### config.mk
export PLATFORM = sky130hd
export DESIGN_NAME = fdc_board_glue
export DESIGN_NICKNAME = d
export VERILOG_FILES = /design/src/hdl/fdc_glue_pkg.sv /design/src/hdl/fdc_clock_divider.sv /design/src/hdl/fdc_board_glue.sv
export SDC_FILE = /design/constraint.sdc
export NUM_CORES = 1
export LEC_CHECK = 0
export BUFFER_PORTS_ARGS = -buffer_cell sky130_fd_sc_hd__buf_2
export CAP_MARGIN = 15
export CORE_MARGIN = 2
export CORE_UTILIZATION = 60
export CTS_CLUSTER_SIZE = 30
export DETAILED_ROUTE_END_ITERATION = 12
export HOLD_SLACK_MARGIN = 0.12
export PLACE_DENSITY = 0.81
export SETUP_SLACK_MARGIN = 0.3
export SKIP_LAST_GASP = 1
export SLEW_MARGIN = 20
export SYNTH_ARGS = -nofsm -noshare
export SYNTH_HDL_FRONTEND = slang
export SYNTH_SLANG_ARGS = --single-unit
### constraint.sdc
create_clock -name I_CLOCK -period 5.6 [get_ports I_CLOCK]
set_clock_uncertainty 0.2 [all_clocks]
set_input_delay 0.28 -clock I_CLOCK [delete_from_list [all_inputs] [get_ports I_CLOCK]]
set_output_delay 0.28 -clock I_CLOCK [all_outputs]
set_load 0.03 [all_outputs]
### src/hdl/fdc_glue_pkg.sv
// Purpose: Constants for the floppy board address decoder and clock generator
// Assumes: 16-bit processor address bus, 16 MHz reference clock
// Notes:   Notes on behaviour list below
//
// Notes on behaviour
// RULE1 - RAM select when A15..A11 all low
// RULE2 - ROM select when A15..A12 all high
// RULE3 - Output byte clock at data location, unqualified
// RULE4 - Input byte enable at data, phase high, direction low
// RULE5 - Output driver enable on busy and direction high
// RULE6 - Status enable on read, phase high, 0800
// RULE7 - Command clock on write, phase high, 0800
// RULE8 - Last byte line at 0803 during phase high
// RULE9 - Disk chip select at 0804/0805 during phase
// RULE10 - Read strobe when direction high and phase high
// RULE11 - Write strobe when direction low and phase high
// RULE12 - All timing from one 16 MHz reference
// RULE13 - Divider halvings 8 MHz down to 250 kHz
// RULE14 - Mux selects by density and drive size
// RULE15 - Double density small drive: 4 MHz, 500 kHz
// RULE16 - Write clock 250 ns pulse at mux rate (code: WCLK_PULSE_CYCLES = 12 cycles of 20 ns, 240 ns)
// RULE17 - Disk chip interrupt passes to processor
// RULE18 - Terminal count ends read, then interrupt follows
// RULE19 - Separator splits read stream into clock, data
// RULE20 - Direction low means controller sends to host
// RULE21 - Decoded selects and strobes are active low
package fdc_glue_pkg;

	localparam logic [15:0] HOST_CMD_STAT_ADDR  = 16'h0800;
	localparam logic [15:0] HOST_BYTE_ADDR      = 16'h0801;
	localparam logic [15:0] LAST_BYTE_ADDR      = 16'h0803;
	localparam logic [15:0] DISK_CTRL_ADDR      = 16'h0804;
	localparam logic [15:0] DISK_STAT_ADDR      = 16'h0805;
	localparam int          REF_CLOCK_KHZ       = 16000;
	localparam int          CLOCK_PERIOD_NS     = 20;
	localparam int          WCLK_PULSE_NS       = 250;
	localparam int          WCLK_PULSE_CYCLES   = WCLK_PULSE_NS / CLOCK_PERIOD_NS;
	localparam int          DIV_TAPS            = 6;
	localparam int          SEP_WINDOW_CYCLES   = 12;

endpackage

### src/hdl/fdc_clock_divider.sv
// Purpose: Binary divider of the 16 MHz reference enable into halving taps
// Assumes: i_ref_tick is a one-cycle pulse at the reference rate
// Notes:   Tap k toggles at ref / 2^(k+1), a square wave in the core clock
`timescale 1ns/1ps
module fdc_clock_divider #(
	parameter int TAPS = 6
) (
	// Clock and control
	input  wire logic            i_clk,
	input  wire logic            i_rst_n,
	input  wire logic            i_ce,
	input  wire logic            i_ref_tick,
	// Taps
	output logic [TAPS-1:0]      o_taps
);

	initial begin
		if (TAPS < 1 || TAPS > 16) begin
			$error("TAPS out of range");
		end
	end

	always_ff @(posedge i_clk) begin
		if (!i_rst_n) begin
			o_taps <= '0;
		end else if (i_ce && i_ref_tick) begin
			o_taps <= o_taps + {{(TAPS-1){1'b0}}, 1'b1}; // [RULE13]
		end
	end

endmodule

### src/hdl/fdc_board_glue.sv
// Purpose: Address decoder, clock generator and read data separator of the floppy board
// Assumes: Processor bus and board pins are asynchronous and pass two flip-flops
// Notes:   All decoded outputs are registered and active low
`timescale 1ns/1ps
module fdc_board_glue
	import fdc_glue_pkg::*;
#(
	parameter int REF_DIV = 3
) (
	// Clock, reset, enable
	input  wire logic        I_CLOCK,
	input  wire logic        I_RST_N,
	input  wire logic        I_CE,
	// Processor bus
	input  wire logic [15:0] I_ADDR,
	input  wire logic        I_CPU_READ,
	input  wire logic        I_CPU_PHASE_B,
	// Host bus lines
	input  wire logic        I_HOST_BUSY,
	input  wire logic        I_HOST_TO_DEV,
	// Disk chip and drive straps
	input  wire logic        I_DOUBLE_DENSITY_SEL,
	input  wire logic        I_SMALL_DRIVE_SEL_N,
	input  wire logic        I_DISK_CHIP_IRQ,
	input  wire logic        I_READ_STREAM,
	// Decoded selects and strobes
	output logic             O_RAM_SELECT_N,
	output logic             O_ROM_SELECT_N,
	output logic             O_OUT_BYTE_CLOCK_N,
	output logic             O_IN_BYTE_ENABLE_N,
	output logic             O_OUT_DRIVER_ENABLE_N,
	output logic             O_HOST_STAT_ENABLE_N,
	output logic             O_HOST_CMD_CLOCK_N,
	output logic             O_LAST_BYTE_N,
	output logic             O_DISK_CHIP_SELECT_N,
	output logic             O_READ_N,
	output logic             O_WRITE_N,
	output logic             O_CPU_IRQ_N,
	// Clock generator
	output logic             O_REF_CLOCK,
	output logic             O_CHIP_CLOCK,
	output logic             O_WCLK_SOURCE,
	output logic             O_WRITE_CLOCK_PULSE,
	// Data separator
	output logic             O_SEP_CLOCK,
	output logic             O_SEP_DATA
);

	initial begin
		if (REF_DIV < 1 || REF_DIV > 15) begin
			$error("REF_DIV out of range");
		end
	end

	// Synchronisers
	logic [15:0] addr_meta;
	logic [15:0] addr;
	logic [7:0]  pins_meta;
	logic [7:0]  pins;
	always_ff @(posedge I_CLOCK) begin
		if (!I_RST_N) begin
			addr_meta <= 16'h0000;
			addr      <= 16'h0000;
			pins_meta <= 8'h00;
			pins      <= 8'h00;
		end else if (I_CE) begin
			addr_meta <= I_ADDR;
			addr      <= addr_meta;
			pins_meta <= {I_CPU_PHASE_B, I_READ_STREAM, I_DISK_CHIP_IRQ, I_SMALL_DRIVE_SEL_N,
				I_DOUBLE_DENSITY_SEL, I_HOST_TO_DEV, I_HOST_BUSY, I_CPU_READ};
			pins      <= pins_meta;
		end
	end

	logic cpu_read;
	logic host_busy;
	logic host_to_dev;
	logic dbl_density;
	logic small_drive_n;
	logic chip_irq;
	logic read_stream;
	logic phase_b;
	assign cpu_read      = pins[0];
	assign host_busy     = pins[1];
	assign host_to_dev   = pins[2];
	assign dbl_density   = pins[3];
	assign small_drive_n = pins[4];
	assign chip_irq      = pins[5];
	assign read_stream   = pins[6];
	assign phase_b       = pins[7];

	function automatic logic addr_is(input logic [15:0] a, input logic [15:0] loc);
		addr_is = (a == loc);
	endfunction

	// Address decoder, low-true registered outputs
	always_ff @(posedge I_CLOCK) begin
		if (!I_RST_N) begin
			O_RAM_SELECT_N        <= 1'b1;
			O_ROM_SELECT_N        <= 1'b1;
			O_OUT_BYTE_CLOCK_N    <= 1'b1;
			O_IN_BYTE_ENABLE_N    <= 1'b1;
			O_OUT_DRIVER_ENABLE_N <= 1'b1;
			O_HOST_STAT_ENABLE_N  <= 1'b1;
			O_HOST_CMD_CLOCK_N    <= 1'b1;
			O_LAST_BYTE_N         <= 1'b1;
			O_DISK_CHIP_SELECT_N  <= 1'b1;
			O_READ_N              <= 1'b1;
			O_WRITE_N             <= 1'b1;
		end else if (I_CE) begin
			O_RAM_SELECT_N        <= !(addr[15:11] == 5'h00); // [RULE1] [RULE21]
			O_ROM_SELECT_N        <= !(addr[15:12] == 4'hf); // [RULE2] [RULE21]
			O_OUT_BYTE_CLOCK_N    <= !addr_is(addr, HOST_BYTE_ADDR); // [RULE3]
			O_IN_BYTE_ENABLE_N    <= !(addr_is(addr, HOST_BYTE_ADDR) && phase_b && !host_to_dev); // [RULE4] [RULE20]
			O_OUT_DRIVER_ENABLE_N <= !(host_busy && host_to_dev); // [RULE5] [RULE20]
			O_HOST_STAT_ENABLE_N  <= !(addr_is(addr, HOST_CMD_STAT_ADDR) && phase_b && cpu_read); // [RULE6]
			O_HOST_CMD_CLOCK_N    <= !(addr_is(addr, HOST_CMD_STAT_ADDR) && phase_b && !cpu_read); // [RULE7]
			O_LAST_BYTE_N         <= !(addr_is(addr, LAST_BYTE_ADDR) && phase_b); // [RULE8] [RULE18]
			O_DISK_CHIP_SELECT_N  <= !((addr_is(addr, DISK_CTRL_ADDR) || addr_is(addr, DISK_STAT_ADDR))
				&& phase_b); // [RULE9]
			O_READ_N              <= !(cpu_read && phase_b); // [RULE10]
			O_WRITE_N             <= !(!cpu_read && phase_b); // [RULE11]
		end
	end

	// Interrupt from the disk chip to the processor
	always_ff @(posedge I_CLOCK) begin
		if (!I_RST_N) begin
			O_CPU_IRQ_N <= 1'b1;
		end else if (I_CE) begin
			O_CPU_IRQ_N <= !chip_irq; // [RULE17] [RULE18]
		end
	end

	// Reference tick: 16 MHz approximated from the core clock by a fractional accumulator
	logic [15:0] ref_acc;
	logic        ref_tick;
	logic [16:0] next_ref_acc;
	always_comb begin
		next_ref_acc = {1'b0, ref_acc} + 17'(REF_CLOCK_KHZ);
	end
	always_ff @(posedge I_CLOCK) begin
		if (!I_RST_N) begin
			ref_acc  <= 16'h0000;
			ref_tick <= 1'b0;
		end else if (I_CE) begin
			if (next_ref_acc >= 17'd50000) begin
				ref_acc  <= 16'(next_ref_acc - 17'd50000); // [RULE12]
				ref_tick <= 1'b1;
			end else begin
				ref_acc  <= next_ref_acc[15:0];
				ref_tick <= 1'b0;
			end
		end
	end

	logic [DIV_TAPS-1:0] taps;
	fdc_clock_divider #(
		.TAPS(DIV_TAPS)
	) u_div (
		.i_clk     (I_CLOCK),
		.i_rst_n   (I_RST_N),
		.i_ce      (I_CE),
		.i_ref_tick(ref_tick),
		.o_taps    (taps)
	);

	// Taps: 0=8M 1=4M 2=2M 3=1M 4=500k 5=250k
	function automatic logic [1:0] mux_pick(input logic [DIV_TAPS-1:0] t, input logic dd, input logic sm_n);
		case ({sm_n, dd})
			2'b01:   mux_pick = {t[1], t[4]};
			2'b00:   mux_pick = {t[2], t[5]};
			2'b11:   mux_pick = {t[0], t[3]};
			default: mux_pick = {t[1], t[4]};
		endcase
	endfunction

	logic [1:0] mux_out;
	logic       wsrc_d;
	logic [3:0] wpulse_cnt;
	always_ff @(posedge I_CLOCK) begin
		if (!I_RST_N) begin
			mux_out      <= 2'b00;
			O_REF_CLOCK  <= 1'b0;
			O_CHIP_CLOCK <= 1'b0;
			O_WCLK_SOURCE <= 1'b0;
		end else if (I_CE) begin
			mux_out       <= mux_pick(taps, dbl_density, small_drive_n); // [RULE14] [RULE15]
			O_REF_CLOCK   <= taps[0];
			O_CHIP_CLOCK  <= mux_out[1];
			O_WCLK_SOURCE <= mux_out[0];
		end
	end

	// Write clock: fixed-width pulse on each rising edge of the slow mux output
	always_ff @(posedge I_CLOCK) begin
		if (!I_RST_N) begin
			wsrc_d              <= 1'b0;
			wpulse_cnt          <= 4'h0;
			O_WRITE_CLOCK_PULSE <= 1'b0;
		end else if (I_CE) begin
			wsrc_d <= mux_out[0];
			if (mux_out[0] && !wsrc_d) begin
				wpulse_cnt          <= 4'(WCLK_PULSE_CYCLES - 1); // [RULE16]
				O_WRITE_CLOCK_PULSE <= 1'b1;
			end else if (wpulse_cnt != 4'h0) begin
				wpulse_cnt          <= wpulse_cnt - 4'h1;
				O_WRITE_CLOCK_PULSE <= 1'b1;
			end else begin
				O_WRITE_CLOCK_PULSE <= 1'b0;
			end
		end
	end

	// Data separator: a stream edge outside the bit window is clock and restarts it; an edge inside the window is data
	logic       stream_d;
	logic [4:0] sep_cnt;
	always_ff @(posedge I_CLOCK) begin
		if (!I_RST_N) begin
			stream_d    <= 1'b0;
			sep_cnt     <= 5'h00;
			O_SEP_CLOCK <= 1'b0;
			O_SEP_DATA  <= 1'b0;
		end else if (I_CE) begin
			stream_d    <= read_stream;
			O_SEP_CLOCK <= 1'b0;
			O_SEP_DATA  <= 1'b0;
			if (read_stream && !stream_d) begin
				if (sep_cnt == 5'h00 || sep_cnt >= 5'(SEP_WINDOW_CYCLES)) begin
					O_SEP_CLOCK <= 1'b1; // [RULE19]
					sep_cnt     <= 5'h01;
				end else begin
					O_SEP_DATA  <= 1'b1; // [RULE19]
				end
			end else if (sep_cnt != 5'h00 && sep_cnt < 5'h1f) begin
				sep_cnt <= sep_cnt + 5'h01;
			end
		end
	end

endmodule

Word-level counts from Yosys, hierarchy flattened
Cells that the tools add are included.

Flip-flop bits (word level): 101. Word-level logic and storage cells: 100. Input port bits: 27.

$add $sub $neg: 5. Muxes and demuxes: 14. Order comparisons: 3. Reduce and logical (&&, ||, !) cells: 41. Equality and inequality tests: 8.

Operators with widths (count): 16-bit by 12-bit equality test with 1-bit output, second input constant (5); 16-bit by 14-bit adder with 17-bit output, second input constant (1); 17-bit by 16-bit >= comparator with 1-bit output, second input constant (1); 1-bit zero test (16); 16-bit two-way mux (1); 16-bit subtractor, second input constant (1); 5-bit two-way mux (3); 1-bit logical AND (14); 5-bit zero test (2); 4-bit two-way mux (2); 1-bit two-way mux (7); 6-bit by 1-bit adder with 6-bit output, second input constant (1); 5-bit by 1-bit adder with 5-bit output, second input constant (1); 5-bit by 4-bit >= comparator with 1-bit output, second input constant (1); 5-bit < comparator, second input constant (1); 5-bit nonzero test (1); 4-bit equality test, second input constant (1); 2-bit one-hot mux with 2 select lines (1); 2-bit nonzero test (2); 4-bit nonzero test (1); 4-bit by 1-bit subtractor with 4-bit output, second input constant (1); 3-bit AND reduction (1); 2-bit equality test, second input constant (1); 2-bit zero test (1); 3 further kinds (4).

Logic depth before layout (Yosys ltp)
Gate-level depths: netlist of the first run.

Word-level depth: 4. Gate-level depth with buffers: 9. Depth with buffers taken out: 8.

Hierarchy
A second synthesis of the first run with hierarchy kept.

Cells, all modules: 491. Area, all modules: 4514.3 um^2.

Modules (own cells, without submodules): fdc_board_glue (times used 1, cells each 462, area an instance 4251.6 um^2); fdc_clock_divider (times used 1, cells each 29, area an instance 262.8 um^2).

Worst setup path before layout of the first run
Ideal clock, no wire load.

Path type: register to register. Start: reg ref_acc[8]. End: reg ref_acc[14]. Stages on the path, launching flop included: 10. Setup slack: 3.134 ns. Buffers on the path: 2. Data arrival time: 2.144 ns. Cell sequence: dfxtp_1 > ha_1 > clkbuf_1 > nor3b_1 > o2111ai_1 > o2bb2a_1 > buf_2 > a21oi_2 > a21oi_1 > a311o_1.

Word-level cells in the longest chain between the ends: 3.

RTL lines: start: declaration (line fdc_board_glue.sv:136) `logic [15:0] ref_acc;`; start signal: assignment (line fdc_board_glue.sv:148) `ref_acc <= 16'(next_ref_acc - 17'd50000);`; start signal: assignment (line fdc_board_glue.sv:151) `ref_acc <= next_ref_acc[15:0];`; 16-bit by 14-bit adder with 17-bit output * (line fdc_board_glue.sv:140) `next_ref_acc = {1'b0, ref_acc} + 17'(REF_CLOCK_KHZ);`; 16-bit subtractor / 17-bit by 16-bit >= comparator with 1-bit output (equally long branches) (line fdc_board_glue.sv:148, fdc_board_glue.sv:147); 16-bit two-way mux * (line fdc_board_glue.sv:147) `if (next_ref_acc >= 17'd50000) begin`.

Every way passes the cells marked *; elsewhere a longest branch is shown, timed or not. A chain may end at the register's enable or synchronous reset.

Worst setup path in the final report of the first run
Start: in I_CE. End: reg u_div.o_taps[5].

Word-level cells in the longest chain between the ends: 1.

RTL lines: start: declaration (line fdc_board_glue.sv:13) `input wire logic I_CE,`; 1-bit logical AND (line fdc_clock_divider.sv:26) `end else if (i_ce && i_ref_tick) begin`; end signal: assignment (line fdc_clock_divider.sv:27) `o_taps <= o_taps + {{(TAPS-1){1'b0}}, 1'b1};`; end: declaration (line fdc_clock_divider.sv:14) `output logic [TAPS-1:0] o_taps`.

Every way passes these cells.

==> impl_metrics.tcl, run 1 <==
set metrics [dict create \
    seqPwrFrac_pct 51.6 \
    cp-start-kind "input port" \
    hold_viol 0 \
    rsz0062_at_grt "no" \
    fillers 544 \
    antenna_found_initial 0 \
    drt_iter0_drc 241 \
    cp_max_fo 76 \
    yosys-top-cells-area "dfxtp_1 (43%), mux2i_1 (13%), nor2_1 (7.4%), nand2_1 (3.6%), ha_1 (3.3%)" \
    n_antenna_cell 0 \
    synth-xor-area-share_pct 2.53 \
    synth.top_cell.area_share_pct 43.2 \
    yosys-top-cells-count "dfxtp_1 (97), nor2_1 (89), mux2i_1 (60)" \
    synth_most_common_cell "dfxtp_1" \
    routabilityCongestion 0.920 \
    power.switching_mw 0.484 \
    r2r_setup_slack_ns 2.78 \
    final_cells 662 \
    clkTransAtPathRegs_ns 0.09 \
    htree_levels 3 \
    dpl.hpwl_mm 5.91 \
    worstSkewPairLatency_ns 0.36 \
    tightest_slew_ns 0.994 \
    endpoint_kind "register" \
    hp-class "register to register" \
    vdd_ir_drop_max_mv 0.186 \
    maxCapViolCount 0 \
    whs_path_depth 2 \
    p_int_mw 1.04 \
    die-area_um2 8200 \
    grt_max_degree 77 \
    port-buffer-count 44 \
    setup_viol 0 \
    syn_inst 507 \
    tns_ns 0 \
    slew_viol_final 0 \
    cts_buffer_depth 2 \
    syn_area_um2 4500 \
    synth_compound_area_share_pct 12.9 \
    slew_headroom_pct 33.8 \
    avgRoutedWirePerCell_um 13.5 \
    required_ns 5.64 \
    cts_setup_buffers 0 \
    fmax_mhz 344 \
    grt_pass1_vias 3660 \
    vias 3671 \
    ys_seq_area_share_pct 43.2 \
    r2r-end "ref_acc[8]" \
    synth_edf_count 0 \
    critPathKind "input port to register" \
    switching_share_pct 31.8 \
    period_share_pct 51.9 \
    nNetsFinal 597 \
    yosys.area_share.simple_pct 20.2 \
    rr_startpoint "ref_acc[7]" \
    avgSynthCellArea_um2 8.87 \
    async_flop_share_pct 0 \
    grt_usage_pct 22.8 \
    arrival_ns 2.95 \
    clkPwrFrac_pct 28.4 \
    post_drt_via_cell_ratio 5.55 \
    synth_top_flop_cell "dfxtp_1" \
    drt_wl_total_mm 8.94 \
    min_period_ns 2.91 \
    post_cts_resized 0 \
    synth_mux_area_share_pct 13.4 \
    fp.dieW_um 90.6 \
    syn-num-nets 546 \
    drive_gt1_share_pct 13.7 \
    post-route-util_pct 71.3 \
    core_um2 7250 \
    die_h_um 90.6 \
    synth.distinct_cells 58 \
    outcome "completed" \
    rr_worst_depth 7 \
    grt_remaining_overflow 0 \
    p_leak_nw 2.14 \
    fin_hold_ws_ns 0.269 \
    drc 0 \
    yosysTopAreaCell "dfxtp_1" \
    clock-sinks 97 \
    initial_core_util_pct 62.0 \
    ios 45 \
    synth_seq_cells 97 \
    grt_pass1_wl_mm 15.7 \
    synth_fa_ha_area_share_pct 3.34 \
    synth_top_family_by_area "simple AND/OR/NAND/NOR gates" \
    power.density_nw_per_um2 294 \
    hold_path_end "O_SEP_CLOCK" \
    first_pass_iters 4 \
    yosys_warnings 0 \
    area_delta_synth_final_pct 15.1 \
    core.rowCount 31 \
    holdCritStartpoint "O_SEP_CLOCK" \
    cts_tree "done" \
    dp_cells 620 \
    antenna_left 0 \
    cts-root-buf "clkbuf_8" \
    pwr-share-comb_pct 20.0 \
    numCtsBuffers 9 \
]
[cell families after synthesis]
family | Yosys count
muxes | 60
DFF | 97
and+or+nand+nor | 192
adders and majority gates | 12
buffers and inverters | 51
AOI/OAI and AO/OA | 82
xor gates and xnor gates | 13
[power by group through the flow]
stage / clock network [mW] / logic, mW / registers (mW)
floorplan: 0 / 0.244 / 0.784
global placement: 0 / 0.277 / 0.798
detailed placement: 0 / 0.286 / 0.801
CTS: 0.440 / 0.303 / 0.785
global route: 0.465 / 0.342 / 0.794
finish: 0.433 / 0.305 / 0.786
[area by class of cell]
class                           instances  area (µm²)  share of cell area, %
Multi-Input combinational cell        359        2350                   45.4
Sequential cell                        97        1940                   37.5
Timing Repair Buffer                   72         498                   9.62
Clock buffer                            9         124                   2.39
Tap cell                               99         124                   2.39
Inverter                               19        71.3                   1.38
Clock inverter                          7        66.3                   1.28
[critical path, stage by stage]
cell,delay [ns]
dlygate4sd3_1,0.53
buf_4,0.24
buf_4,0.81
and2_1,0.35
nand4_1,0.17
or2_2,0.33
xor2_1,0.13
nor2_1,0.05
[cell usage in the layout, fill, tap and decap left out, drive strengths merged, types with 3 or more instances in the layout]
cell / count
dfxtp: 97
nor2: 89
mux2i: 60
buf: 46
nand2: 43
dlygate4sd3: 26
a21oi: 26
inv: 21
o21ai: 14
ha: 12
nand3: 9
clkbuf: 9
nand4: 8
nand2b: 8
xnor2: 7
xor2: 6
nor4: 6
nor2b: 5
o22ai: 5
nor3: 5
nor3b: 5
a211oi: 5
a22oi: 3
a31oi: 3
a21o: 3
o2111ai: 3
nor4b: 3
o211ai: 3
clkinvlp: 3
[sequential cells by signal, summed over array words and instances (netlist names), 2 cells and up]
register / flops
mux_out: 2
addr: 16
wpulse_cnt: 4
sep_cnt: 5
pins: 8
addr_meta: 16
ref_acc: 12
pins_meta: 8
u_div.o_taps: 6
[through the flow]
step                area [µm²]  power [mW]  setup WS [ns]
floorplan                 4500        1.03           3.13
global placement          4720        1.08           2.94
detailed placement        4720        1.09           2.86
CTS                       5170        1.53           2.74
global route              5170        1.60           2.55
finish                    5170        1.52           2.69
[repair_timing]
item / 4_1_cts / 5_1_grt
endpoints found under the setup margin: 0 / 0
endpoints found under the hold margin: 33 / 0
hold buffers: 26 / 0
[layer usage]
layer	vias to the layer above	wire length, µm	global-route usage [%]
met5	-	0	0
met4	0	133	7.95
met3	12	370	5.84
met2	74	4530	40.4
met1	1724	3900	26.7
li1	1861	-	-
[how the worst max path moves through the flow]
stage	end	startpoint
after CTS	u_div.o_taps[5]	I_CE
after global placement	u_div.o_taps[5]	I_CE
final	u_div.o_taps[5]	I_CE
after global routing	u_div.o_taps[5]	I_CE
after floorplan	ref_acc[14]	ref_acc[8]
after detailed placement	ref_acc[14]	ref_acc[7]
No activity file was read; power rests on OpenSTA's default activity.
==> run 2, diff against run 1 <==
CORE_UTILIZATION = 59   (was 60)
PLACE_DENSITY = 0.8   (was 0.81)
clock period = 3 ns   (was 5.6 ns; I/O delays follow)
==> impl_metrics.tcl, run 2 (synthesis gave the netlist of run 1 again) <==
set metrics [dict create \
    whs_path_depth 2 \
    dp_slack_ns 0.214 \
    tns_ns 0 \
    drt_iter0_drc 197 \
    hold_viol 0 \
    fin_area_um2 5200 \
    finalPower_mw 2.84 \
    arrival_ns 2.68 \
    min_period_ns 2.59 \
    period_share_pct 86.4 \
    grt_pass1_wl_mm 15.5 \
    drive_gt1_share_pct 14.5 \
    setup_viol 0 \
    cts-root-buf "clkbuf_8" \
    cts_tree "done" \
    grt_pass1_vias 3529 \
    required_ns 3.09 \
    slew_headroom_pct 45.5 \
    clock-sinks 97 \
    cts_buffer_depth 2 \
    clkTransAtPathRegs_ns 0.10 \
    grt_max_degree 61 \
    area_delta_synth_final_pct 15.6 \
    cp-start-kind "register" \
    die-area_um2 8340 \
    antenna_found_initial 0 \
    endpoint_kind "register" \
    fmax_mhz 386 \
    slew_viol_final 0 \
    tightest_slew_ns 0.817 \
    dpl.hpwl_mm 5.93 \
    power.density_nw_per_um2 546 \
    r2r_setup_slack_ns 0.41 \
    fp.dieW_um 91.3 \
    outcome "completed" \
    mostFrequentLayoutCell "dfxtp_1" \
    initial_core_util_pct 61.3 \
    ios 45 \
    antenna_left 0 \
    first_pass_iters 4 \
    vdd_ir_drop_max_mv 0.326 \
    dp_cells 623 \
    fin_hold_ws_ns 0.278 \
    grt_remaining_overflow 0 \
    die_h_um 91.3 \
    worstSkewPairLatency_ns 0.36 \
    worst_slack_ns 0.409 \
    regArea_um2 1940 \
    core_um2 7330 \
    maxCapViolCount 0 \
    placed_area_um2 4750 \
    vias 3688 \
    reg_top3 "addr (16), addr_meta (16), ref_acc (12)" \
    grt_usage_pct 22.4 \
    n_antenna_cell 0 \
    drc 0 \
    drt_wl_total_mm 9.04 \
    cp_max_fo 7 \
    rsz0062_at_grt "no" \
    final_cells 664 \
    hp-class "register to register" \
    numCtsBuffers 9 \
    core.rowCount 31 \
    post-route-util_pct 70.9 \
    fillers 540 \
    critPathKind "register to register" \
    p_leak_nw 2.15 \
    htree_levels 3 \
    post_drt_via_cell_ratio 5.55 \
    routabilityCongestion 0.877 \
    port-buffer-count 44 \
    layout_common_cells "dfxtp_1 (96), nor2_1 (89), mux2i_1 (60)" \
    nNetsFinal 600 \
    rr_worst_depth 8 \
    multi_input_area_um2 2360 \
    avgRoutedWirePerCell_um 13.6 \
]
[run 2: layout make-up]
class	count	share of cell area, %
well taps	99	2.38
multi-input cells	359	45.4
inverters	19	1.37
repair buffers	75	10.0
flip-flops and latches	97	37.4
clock buffers	10	2.65
clock inverters	5	0.770
[run 2: worst paths after layout]
kind | from | endpoint
setup / recovery | ref_acc[8] | ref_acc[12]
hold / removal | O_SEP_CLOCK | O_SEP_CLOCK
setup reg to reg | ref_acc[8] | ref_acc[12]
hold reg to reg | O_SEP_CLOCK | O_SEP_CLOCK
[run 2: report_power, final]
group | internal (mW) | switching (mW)
Clock | 0.327 | 0.460
Combinational | 0.258 | 0.325
Sequential | 1.37 | 0.0927
[run 2: what timing repair did]
| item | in CTS | in global routing |
|---|---|---|
| hold buffers | 26 | 0 |
| endpoints found under the hold margin | 41 | 0 |
| endpoints found under the setup margin | 2 | 12 |
| gates resized for setup | 1 | 3 |
| pin swaps | 0 | 1 |
| buffers inserted | 0 | 0 |
[run 2: critical path: stages, from the launching register on]
cell     delay [ns]
dfxtp_1        0.47
inv_1          0.10
ha_1           0.19
o211a_1        0.15
o21a_1         0.22
nor4_4         0.53
a21oi_2        0.16
a221o_1        0.33
a41oi_2        0.19
[run 2: layer usage]
layer	share of wire (%)	global-route usage, %	vias up	wire length (µm)
li1	-	-	1866	-
met1	46	27.7	1718	4120
met2	48	38.6	83	4330
met3	4.1	3.82	21	375
met4	2.3	9.22	0	211
met5	0	0	-	0
